===== src/hdl/cfas_defs.svh =====
// Constants for the condition flags and address sequencing block
`ifndef CFAS_DEFS_SVH
`define CFAS_DEFS_SVH
`define CFAS_FLAGS_RESET   8'h01
`define CFAS_EDIT_LOW_BYTE 8'h20
`define CFAS_BIT_ZERO      3'd7
`define CFAS_BIT_NEG       3'd6
`define CFAS_BIT_POS       3'd5
`define CFAS_BIT_OVF       3'd4
`define CFAS_BIT_TEST      3'd3
`define CFAS_BIT_CARRY     3'd2
`define CFAS_ADDR_FLAGS    4'h0
`define CFAS_ADDR_IAR      4'h1
`define CFAS_ADDR_SAR      4'h2
`define CFAS_ADDR_OPA      4'h3
`define CFAS_ADDR_XR1      4'h4
`define CFAS_ADDR_XR2      4'h5
`endif


===== src/hdl/cfas_pkg.sv =====
// Types for the condition flags and address sequencing block
package cfas_pkg;
  typedef enum logic [3:0] {
    OP_NONE  = 4'h0,
    OP_ZAZ   = 4'h1,
    OP_AZSZ  = 4'h2,
    OP_EDIT  = 4'h3,
    OP_CLC   = 4'h4,
    OP_CLI   = 4'h5,
    OP_ALC   = 4'h6,
    OP_SLC   = 4'h7,
    OP_SREG  = 4'h8,
    OP_TBON  = 4'h9,
    OP_TBOFF = 4'ha,
    OP_SRC   = 4'hb,
    OP_LOAD  = 4'hc
  } cfas_op_type;

  typedef struct packed {
    logic        valid;
    cfas_op_type op;
    logic [7:0]  a;
    logic [7:0]  b;
    logic [7:0]  mask;
  } cfas_flag_req_type;
endpackage : cfas_pkg


===== src/hdl/cfas_top.sv =====
// Condition flags and address sequencing datapath slice
//
// The strobed register port and the address map were chosen for this implementation.
`timescale 1ns/10ps
`include "cfas_defs.svh"
module cfas_top #(
  parameter int ADDR_W = 16
) (
  input  wire logic                  i_clk,
  input  wire logic                  i_rst_n,
  input  wire cfas_pkg::cfas_flag_req_type i_flag_req,
  input  wire logic                  i_sp_reset,
  input  wire logic                  i_reg_load,
  input  wire logic                  i_reg_add,
  input  wire logic [7:0]            i_reg_add_val,
  input  wire logic                  i_br_valid,
  input  wire logic [7:0]            i_br_mask,
  input  wire logic                  i_br_on_true,
  input  wire logic [ADDR_W-1:0]     i_br_target,
  input  wire logic                  i_fetch_one,
  input  wire logic                  i_fetch_two,
  input  wire logic                  i_addr_direct,
  input  wire logic [ADDR_W-1:0]     i_direct_addr,
  input  wire logic                  i_addr_index,
  input  wire logic                  i_index_sel,
  input  wire logic [7:0]            i_disp,
  input  wire logic                  i_op_step,
  input  wire logic                  i_op_itc,
  input  wire logic [3:0]            i_addr,
  input  wire logic [15:0]           i_wdata,
  input  wire logic                  i_wr,
  input  wire logic                  i_rd,
  output logic [15:0]                o_rdata,
  output logic [7:0]                 o_flags,
  output logic                       o_br_taken,
  output logic [ADDR_W-1:0]          o_iar,
  output logic [ADDR_W-1:0]          o_sar
);
  initial begin
    if (ADDR_W != 16) $error("cfas_top: ADDR_W must be 16");
  end

  // ----------------------------------------------------------------
  // Condition flags
  // ----------------------------------------------------------------
  logic [7:0]        flags_reg;
  logic [7:0]        flags_next;
  logic [ADDR_W-1:0] iar_reg;
  logic [ADDR_W-1:0] sar_reg;
  logic [ADDR_W-1:0] opa_reg;
  logic [ADDR_W-1:0] xr1_reg;
  logic [ADDR_W-1:0] xr2_reg;
  logic [7:0]        rd_a;
  logic [7:0]        rd_b;
  logic [8:0]        sum9;
  logic [8:0]        diff9;
  logic [7:0]        tmask;
  logic              br_hit;
  logic              edit_ok;
  logic              reg_wr_flags;
  logic [8:0]        add_sum;

  assign rd_a  = i_flag_req.a;
  assign rd_b  = i_flag_req.b;
  assign sum9  = {1'b0, rd_a} + {1'b0, rd_b};
  assign diff9 = {1'b0, rd_a} - {1'b0, rd_b};
  assign tmask = rd_a & i_flag_req.mask;
  // Add-to-register sum of write data low byte and addend
  assign add_sum = {1'b0, i_wdata[7:0]} + {1'b0, i_reg_add_val};
  assign reg_wr_flags = i_wr && (i_addr == `CFAS_ADDR_FLAGS);
  // Any selected flag set; true/false sense picks branch polarity
  assign br_hit = (|(flags_reg & i_br_mask)) == i_br_on_true;
  // Low byte 20 with zero flag set, or non-zero second operand
  assign edit_ok = (flags_reg[`CFAS_BIT_ZERO] && rd_a == `CFAS_EDIT_LOW_BYTE)
                   || (rd_b != 8'h00);

  // Three-way sign/compare result; a is result or operand 1
  function automatic logic [7:0] cmp3(input logic [7:0] f, input logic z,
                                      input logic n, input logic p);
    logic [7:0] r;
    r = f;
    r[`CFAS_BIT_ZERO] = z;
    r[`CFAS_BIT_NEG]  = n;
    r[`CFAS_BIT_POS]  = p;
    return r;
  endfunction : cmp3

  always_comb begin
    flags_next = flags_reg;
    if (i_flag_req.valid) begin
      unique case (i_flag_req.op)
        cfas_pkg::OP_ZAZ: begin
          // b carries the sign: 1 means negative
          flags_next = cmp3(flags_reg, rd_a == 8'h00, rd_a != 8'h00 && rd_b[0],
                            rd_a != 8'h00 && !rd_b[0]);
        end
        cfas_pkg::OP_AZSZ: begin
          flags_next = cmp3(flags_reg, rd_a == 8'h00, rd_a != 8'h00 && rd_b[0],
                            rd_a != 8'h00 && !rd_b[0]);
          // Overflow is sticky until a branch tests it
          if (rd_b[1]) flags_next[`CFAS_BIT_OVF] = 1'b1;
        end
        cfas_pkg::OP_EDIT: begin
          if (edit_ok) begin
            // mask[0] carries operand two sign
            flags_next = cmp3(flags_reg, rd_b == 8'h00,
                              rd_b != 8'h00 && i_flag_req.mask[0],
                              rd_b != 8'h00 && !i_flag_req.mask[0]);
          end
        end
        cfas_pkg::OP_CLC: begin
          flags_next = cmp3(flags_reg, rd_a == rd_b, rd_a < rd_b, rd_a > rd_b);
        end
        cfas_pkg::OP_CLI: begin
          flags_next = cmp3(flags_reg, rd_a == rd_b, rd_a < rd_b, rd_a > rd_b);
        end
        cfas_pkg::OP_ALC: begin
          flags_next = cmp3(flags_reg, sum9[7:0] == 8'h00,
                            sum9[7:0] != 8'h00 && !sum9[8],
                            sum9[7:0] != 8'h00 && sum9[8]);
          flags_next[`CFAS_BIT_CARRY] = sum9[8];
        end
        cfas_pkg::OP_SLC: begin
          flags_next = cmp3(flags_reg, diff9[7:0] == 8'h00, rd_a < rd_b,
                            rd_a > rd_b);
        end
        cfas_pkg::OP_SREG: begin
          // a is register, b is operand
          flags_next = cmp3(flags_reg, diff9[7:0] == 8'h00, rd_a < rd_b,
                            rd_a > rd_b);
        end
        cfas_pkg::OP_TBON: begin
          if (tmask != i_flag_req.mask) flags_next[`CFAS_BIT_TEST] = 1'b1;
        end
        cfas_pkg::OP_TBOFF: begin
          if (tmask != 8'h00) flags_next[`CFAS_BIT_TEST] = 1'b1;
        end
        cfas_pkg::OP_SRC: begin
          // a is the result after shifting, b[0] the bit moved out
          flags_next = cmp3(flags_reg, rd_a == 8'h00, rd_a != 8'h00 && !rd_a[0],
                            rd_a[0]);
          if (rd_b[0]) flags_next[`CFAS_BIT_CARRY] = 1'b1;
        end
        cfas_pkg::OP_LOAD: begin
          flags_next = rd_a;
        end
        default: begin
          flags_next = flags_reg;
        end
      endcase
    end else if (i_reg_add) begin
      flags_next = cmp3(flags_reg, add_sum[7:0] == 8'h00,
                        add_sum[7:0] != 8'h00 && !add_sum[8],
                        add_sum[7:0] != 8'h00 && add_sum[8]);
      flags_next[`CFAS_BIT_CARRY] = add_sum[8];
    end
    if (i_br_valid) begin
      // Tested test/overflow bits are consumed by the branch
      if (i_br_mask[`CFAS_BIT_TEST]) flags_next[`CFAS_BIT_TEST] = 1'b0;
      if (i_br_mask[`CFAS_BIT_OVF])  flags_next[`CFAS_BIT_OVF]  = 1'b0;
    end
    if (reg_wr_flags || i_reg_load) flags_next = i_wdata[7:0];
  end

  always_ff @(posedge i_clk or negedge i_rst_n) begin
    if (!i_rst_n) begin
      flags_reg <= `CFAS_FLAGS_RESET;
    end else if (i_sp_reset) begin
      flags_reg <= `CFAS_FLAGS_RESET;
    end else begin
      flags_reg <= flags_next;
    end
  end

  // ----------------------------------------------------------------
  // Instruction address sequencing
  // ----------------------------------------------------------------
  always_ff @(posedge i_clk or negedge i_rst_n) begin
    if (!i_rst_n) begin
      iar_reg <= 16'h0000;
    end else if (i_br_valid && br_hit) begin
      iar_reg <= i_br_target;
    end else if (i_wr && i_addr == `CFAS_ADDR_IAR) begin
      iar_reg <= i_wdata;
    end else if (i_fetch_two) begin
      iar_reg <= iar_reg + 16'h0002;
    end else if (i_fetch_one) begin
      iar_reg <= iar_reg + 16'h0001;
    end
  end

  // ----------------------------------------------------------------
  // Operand address generation
  // ----------------------------------------------------------------
  logic [ADDR_W-1:0] idx_base;
  logic [ADDR_W-1:0] idx_addr;
  assign idx_base = i_index_sel ? xr2_reg : xr1_reg;
  assign idx_addr = idx_base + {8'h00, i_disp};

  always_ff @(posedge i_clk or negedge i_rst_n) begin
    if (!i_rst_n) begin
      opa_reg <= 16'h0000;
    end else if (i_addr_direct) begin
      opa_reg <= i_direct_addr;
    end else if (i_addr_index) begin
      opa_reg <= idx_addr;
    end else if (i_op_step) begin
      // Fields are addressed at their rightmost byte
      opa_reg <= i_op_itc ? opa_reg + 16'h0001 : opa_reg - 16'h0001;
    end
  end

  always_ff @(posedge i_clk or negedge i_rst_n) begin
    if (!i_rst_n) begin
      sar_reg <= 16'h0000;
    end else if (i_addr_direct) begin
      sar_reg <= i_direct_addr;
    end else if (i_addr_index) begin
      sar_reg <= idx_addr;
    end else if (i_op_step) begin
      sar_reg <= i_op_itc ? opa_reg + 16'h0001 : opa_reg - 16'h0001;
    end
  end

  always_ff @(posedge i_clk or negedge i_rst_n) begin
    if (!i_rst_n) begin
      xr1_reg <= 16'h0000;
      xr2_reg <= 16'h0000;
    end else if (i_wr) begin
      if (i_addr == `CFAS_ADDR_XR1) xr1_reg <= i_wdata;
      if (i_addr == `CFAS_ADDR_XR2) xr2_reg <= i_wdata;
    end
  end

  // ----------------------------------------------------------------
  // Register read port
  // ----------------------------------------------------------------
  always_ff @(posedge i_clk or negedge i_rst_n) begin
    if (!i_rst_n) begin
      o_rdata <= 16'h0000;
    end else if (i_rd) begin
      unique case (i_addr)
        `CFAS_ADDR_FLAGS: o_rdata <= {8'h00, flags_reg};
        `CFAS_ADDR_IAR:   o_rdata <= iar_reg;
        `CFAS_ADDR_SAR:   o_rdata <= sar_reg;
        `CFAS_ADDR_OPA:   o_rdata <= opa_reg;
        `CFAS_ADDR_XR1:   o_rdata <= xr1_reg;
        `CFAS_ADDR_XR2:   o_rdata <= xr2_reg;
        default:          o_rdata <= 16'h0000;
      endcase
    end else begin
      o_rdata <= 16'h0000;
    end
  end

  assign o_flags    = flags_reg;
  assign o_br_taken = i_br_valid && br_hit;
  assign o_iar      = iar_reg;
  assign o_sar      = sar_reg;
endmodule : cfas_top


===== config.mk =====
export PLATFORM = sky130hd
export DESIGN_NAME = cfas_top
export DESIGN_NICKNAME = d
export VERILOG_FILES = /design/src/hdl/cfas_pkg.sv /design/src/hdl/cfas_top.sv
export VERILOG_INCLUDE_DIRS = /design/src /design/src/hdl
export SDC_FILE = /design/constraint.sdc
export NUM_CORES = 1
export LEC_CHECK = 0
export ABC_AREA = 1
export BUFFER_PORTS_ARGS = -buffer_cell sky130_fd_sc_hd__clkbuf_2
export CORE_MARGIN = 4
export CORE_UTILIZATION = 50
export DETAILED_ROUTE_END_ITERATION = 16
export PLACE_DENSITY = 0.79
export REMOVE_ABC_BUFFERS = 1
export SLEW_MARGIN = 10
export SYNTH_ARGS = -nofsm -noshare
export SYNTH_HDL_FRONTEND = slang
export SYNTH_SLANG_ARGS = --single-unit

===== constraint.sdc =====
create_clock -name i_clk -period 2.9 [get_ports i_clk]
set_input_delay 0.29 -clock i_clk [delete_from_list [all_inputs] [get_ports i_clk]]
set_output_delay 0.29 -clock i_clk [all_outputs]
set_load 0.02 [all_outputs]

### After elaboration in Yosys (flattened, before gate mapping)

Index checks and enable logic that the tools add are counted.
Widths: inputs -> output; s select.

* logic and storage cells: 121
* memory bits (read-only): 0
* output and inout bits: 57
* bits in writable memories: 0
* memories: 0
* latch bits: 0
* flip-flop bits (word level): 88
* bits of input ports: 121

* bitwise gates (word level): 2
* muxes and demuxes: 26
* add/subtract/negate cells: 8
* reduce and logical (&&, ||, !) cells: 45
* equality and inequality tests: 29
* multiply operators: 0
* shifts and indexed selects: 0
* order comparisons: 2
* divide/modulo/power cells: 0

Operators by type and width (number)
* $mux 16: 10
* $pmux 16 s5: 1
* $logic_not 8->1: 5
* $mux 8: 5
* $reduce_bool 8->1: 5
* $add 16x1->16 const B: 2
* $pmux 4 s8: 1
* $eq 4x3->1 const B: 6
* $eq 4x4->1 const B: 5
* $add 8x8->9: 2
* $add 16x2->16 const B: 1
* $add 16x8->16: 1
* $and 8x8->8: 2
* $eq 4x2->1 const B: 4
* $sub 16x1->16 const B: 1
* $logic_and 1x1->1: 13
* $pmux 3 s4: 1
* $ne 11x3->1 const B: 1
* $ne 5x5->1 const B: 2
* $ne 3x3->1 const B: 3
* $reduce_bool 3->1: 3
* $eq 4x1->1 const B: 2
* $eq 8x6->1 const B: 1
* $eq 8x8->1: 1
* other kinds (20): 34

### Logic depth before layout (Yosys ltp)

* depth in word-level cells: 10
* mapped depth: 20
* gate-level depth less buffers: 17

### Worst setup path after synthesis

OpenSTA, ideal clock, no wires.

* path kind: input to register
* start point: input port i_index_sel
* end point: register sar_reg[14] (netlist: o_sar[14])
* required time: 2.784 ns
* arrival: 2.454 ns
* library setup time: 0.116 ns
* buffers on the path: 3
* stages: 20
* slack: 0.330 ns
* path through: buf_4 > buf_2 > clkbuf_1 > nand2_1 > o21ai_0 > ha_1 > inv_1 > fa_1 > inv_1 > nand3_1 > nand3_1 > nand2_1 > nand2_1 > nand4_1 > inv_1 > nand2_1 > nand3_1 > nand3_1 > nand2_1 > nand2_1

* word-level cells in the longest chain between the ends: 4

RTL lines
* start: declaration: RTL line cfas_top.sv:25 `input wire logic i_index_sel,`
* $mux 16: RTL line cfas_top.sv:197 `assign idx_base = i_index_sel ? xr2_reg : xr1_reg;`
* $add 16x8->16: RTL line cfas_top.sv:198 `assign idx_addr = idx_base + {8'h00, i_disp};`
* $mux 16: RTL line cfas_top.sv:218 `end else if (i_addr_index) begin`
* $mux 16: RTL line cfas_top.sv:216 `end else if (i_addr_direct) begin`
* end signal: assignment: RTL line cfas_top.sv:217 `sar_reg <= i_direct_addr;`
* end signal: assignment: RTL line cfas_top.sv:219 `sar_reg <= idx_addr;`
* end signal: assignment: RTL line cfas_top.sv:221 `sar_reg <= i_op_itc ? opa_reg + 16'h0001 : opa_reg - 16'h0001;`
* end: declaration: RTL line cfas_top.sv:49 `logic [ADDR_W-1:0] sar_reg;`

No other way between the ends.
A chain may end at the register's enable or synchronous reset.

### Worst setup path after layout

* start point: register flags_reg[6] (netlist: o_flags[6])
* end point: output port o_br_taken

* word-level cells in the longest chain between the ends: 4

RTL lines
* start: declaration: RTL line cfas_top.sv:46 `logic [7:0] flags_reg;`
* start signal: assignment: RTL line cfas_top.sv:167 `` flags_reg <= `CFAS_FLAGS_RESET; ``
* start signal: assignment: RTL line cfas_top.sv:169 `` flags_reg <= `CFAS_FLAGS_RESET; ``
* start signal: assignment: RTL line cfas_top.sv:171 `flags_reg <= flags_next;`
* $and 8x8->8: RTL line cfas_top.sv:72 `assign br_hit = (|(flags_reg & i_br_mask)) == i_br_on_true;`
* $reduce_or 8->1: RTL line cfas_top.sv:72
* $eq 1x1->1: RTL line cfas_top.sv:72
* $logic_and 1x1->1: RTL line cfas_top.sv:257 `assign o_br_taken = i_br_valid && br_hit;`
* end: declaration: RTL line cfas_top.sv:35 `output logic o_br_taken,`

No other way between the ends.

==> results.toml <==
[cells_and_area]
stdcell_count = 1607
antenna_cells = 0
drive_above_1_share_pct = 15.9
syn_to_final_growth_pct = 17.2
nets = 1565
n_fill_cell = 1495

[synth]
yosys.area_share.xor_xnor_pct = 1.55
yosys.cell_types.count = 52
avgSynthCellArea_um2 = 6.46
synth_seq_area_share_pct = 27.8
synth_top_cell_by_area = "dfrtp_1"
synth_area_leaders = "dfrtp_1 (27%), nand2_1 (15%), inv_1 (8.0%)"
synth.area.mux_share_pct = 0.126
synth_edf_count = 0
yosysTopAreaCellShare_pct = 27.5
yosys_warnings = 0
synth_adder_area_share_pct = 8.85
synth_area_mm2 = 0.00792
synth-simple-area-share_pct = 31.6
synth_ff_type = "dfrtp_1"
synthCells = 1226
synth-seq-cells = 88
synth_compound_area_share_pct = 19.9
synth_top_family_by_area = "simple AND/OR/NAND/NOR gates"
async_flop_share_pct = 100

[clock_network]
cts_buffers = 9
clockRootBuffer = "clkbuf_16"
cts_num_sinks = 88
cts.reportedPaths.clkPinSlew_ns = 0.07
postCtsSetupRepairBufs = 0
clock_latency_ns = 0.35
cts_max_level = 3
tritoncts = "done"
cts_buffer_depth = 2

[run]
drv_cap = 0

[drt]
post-route-drc-count = 0
wl_met1_mm = 11.7
top_layer = "met4"
ant_nets = 0
met2_length_mm = 10.9
via_count = 8980
viasPerCell = 5.59
drtIter0Drc = 913
wl_mm = 25.3
wl_per_cell_um = 15.8
dr_wl_met3_mm = 2.46
firstDrtPassIters = 5

[grt]
grt_overflow_total = 0
grt_pass1_vias = 8176
grt_pass1_wl_mm = 41.0
grt_max_degree = 41
antenna_found_initial = 0
grtUsageTotal_pct = 27.9

[worst_setup_path]
worst-path-buf-inv = 2
crit_start = "o_flags[6]$_DFFE_PN0P_"
cp.arrival_ns = 2.38
cp_slowest_cell = "dfrtp_1"
worstPathCellList = "nand2_1, nand2_1, a221oi_1, nand2_1, nand2_1, nand3_1, inv_1, clkbuf_2"
cp_slowest_stage_delay_ns = 0.43
timing.rr.end = "o_sar[12]$_DFFE_PN0P_"
path_class = "flip-flop to primary output"
critPathMaxFanout = 13
endpoint = "o_br_taken"
cp.required_ns = 2.61
rr_worst_depth = 17
r2r_slack_ns = 0.39
path_depth = 8
cpMostUsedCell = "nand2_1"
start_kind = "flip-flop"
cp_top_family = "buffers and inverters"
reg2reg_from = "xr1_reg[0]$_DFFE_PN0P_"
endpoint_kind = "primary output"

[hold_path]
min_path_type = "input port to flip-flop"

[floorplan]
ios = 178
die_h_um = 134
initial_core_util_pct = 51.5
fp.dieArea_mm2 = 0.0179
core_mm2 = 0.0154
fp.dieW_um = 134
rows = 45

[power_and_ir_drop]
power_density_mw_per_mm2 = 517
leakagePower_nw = 5.02
ir_worst_vdd_v = 0.000408

[status]
status = "completed"

[sta]
fmax_mhz = 374
max_slew_margin_pct = 34.4
setup_violations = 0
clock_skew_ns = 0.00774
worst_pin_slew_ns = 0.982
finalHoldViolations = 0
rsz0062_at_grt = "false"
setup-tns-final_ns = 0
slew_violations = 0
period_share_pct = 92.1
holdWs_ns = 0.166
post-route-min-period_ns = 2.67

[placement]
portBuffers = 177
dp_cells = 1590
gp_congestion = 0.941
hpwl_mm = 20.4
==> kinds of logic (layout without fill, tap and decap cells) <==
group,count (synthesis),after routing
AND/OR/NAND/NOR,587,587
adder cells (fa/ha/maj),53,53
buffers and inverters,206,376
XOR/XNOR,14,14
flip-flops,88,88
AO/OA/AOI/OAI,277,277
multiplexers,1,1
==> how the worst min path moves through the flow <==
| stage | from | to | slack (ns) | cells past startpoint |
|---|---|---|---|---|
| finish | i_br_target[5] | o_iar[5]$_DFFE_PN0P_ | 0.17 | 3 |
| global route | i_br_target[4] | o_iar[4]$_DFFE_PN0P_ | 0.18 | 3 |
| CTS | i_br_target[4] | o_iar[4]$_DFFE_PN0P_ | 0.16 | 3 |
| detailed placement | i_rst_n | o_sar[13]$_DFFE_PN0P_ | 0.29 | 1 |
| global placement | i_rst_n | o_sar[13]$_DFFE_PN0P_ | 0.29 | 1 |
| floorplan | i_rst_n | o_flags[1]$_DFFE_PN0P_ | -0.006 | 0 |
==> metrics by stage <==
stage          worst slack (ns)  cell area (um2)  total power [mW]  utilization (%)
6_report                  0.228             9280              4.80             60.4
4_1_cts                   0.231             9280              4.77             60.4
3_3_place_gp              0.460             8990              3.62             58.5
3_5_place_dp              0.321             8990              3.64             58.5
2_1_floorplan             0.654             7760              2.96                -
5_1_grt                   0.127             9280              5.14             60.4
==> layout by cell type, fill, tap and decap left out, drive strengths merged, types with 5 or more instances in the layout <==
cell	Yosys	routed
nand2	315	315
clkbuf	13	186
inv	169	171
o21ai	130	130
nor2	125	125
nand3	95	95
dfrtp	87	87
a21oi	69	69
ha	48	48
nand4	23	23
o22ai	21	21
nor3	16	16
a221oi	12	12
xor2	12	12
buf	21	11
o211ai	9	9
a31oi	8	8
o21bai	6	6
clkinv	3	6
fa	5	5
or2	5	5
==> worst register-to-register path, delay by kind of cell, from the launching register on <==
family	cells	cell delay (ns)
AND/OR/NAND/NOR	10	0.93
adder cells (fa/ha/maj)	2	0.59
flip-flops	1	0.35
buffers and inverters	4	0.34
AO/OA/AOI/OAI	1	0.20
==> timing repair <==
action | 4_1_cts | 5_1_grt
gates resized for setup | 0 | 0
hold buffers | 1 | 0
hold endpoints to repair | 38 | 0
==> per-layer routing <==
| layer | up-vias | global-route usage [%] |
|---|---|---|
| met5 | - | 0 |
| met4 | 0 | 4.86 |
| met3 | 35 | 5.21 |
| met2 | 442 | 42.0 |
| met1 | 4081 | 42.4 |
| li1 | 4422 | - |
==> area by class of cell <==
cell class / count / area, um2 / share of cell area, %
multi-input combinational: 932 / 4910 / 52.9
sequential: 88 / 2200 / 23.7
clock inverter: 6 / 53.8 / 0.580
timing repair buffer: 188 / 973 / 10.5
tap: 211 / 264 / 2.84
clock buffer: 10 / 229 / 2.47
inverter: 172 / 647 / 6.97
==> where the power goes <==
group | total (mW) | leakage [nW] | switching, mW | internal (mW)
logic | 1.98 | 3.78 | 1.29 | 0.689
registers | 1.70 | 1.10 | 0.253 | 1.44
clock network | 1.13 | 0.135 | 0.532 | 0.595
==> cells in the mapped netlist, drive strengths merged, types with 2 or more instances <==
cell type,number
nand2,315
inv,169
o21ai,130
nor2,125
nand3,95
dfrtp,87
a21oi,69
ha,48
nand4,23
buf,21
o22ai,21
nor3,16
clkbuf,13
a221oi,12
xor2,12
o211ai,9
a31oi,8
o21bai,6
fa,5
or2,5
a22oi,4
nand3b,4
o221ai,4
a211oi,3
clkinv,3
nor4,3
a22o,2
a311oi,2
o21a,2
xnor2,2
No activity file was read; power rests on OpenSTA's default activity.
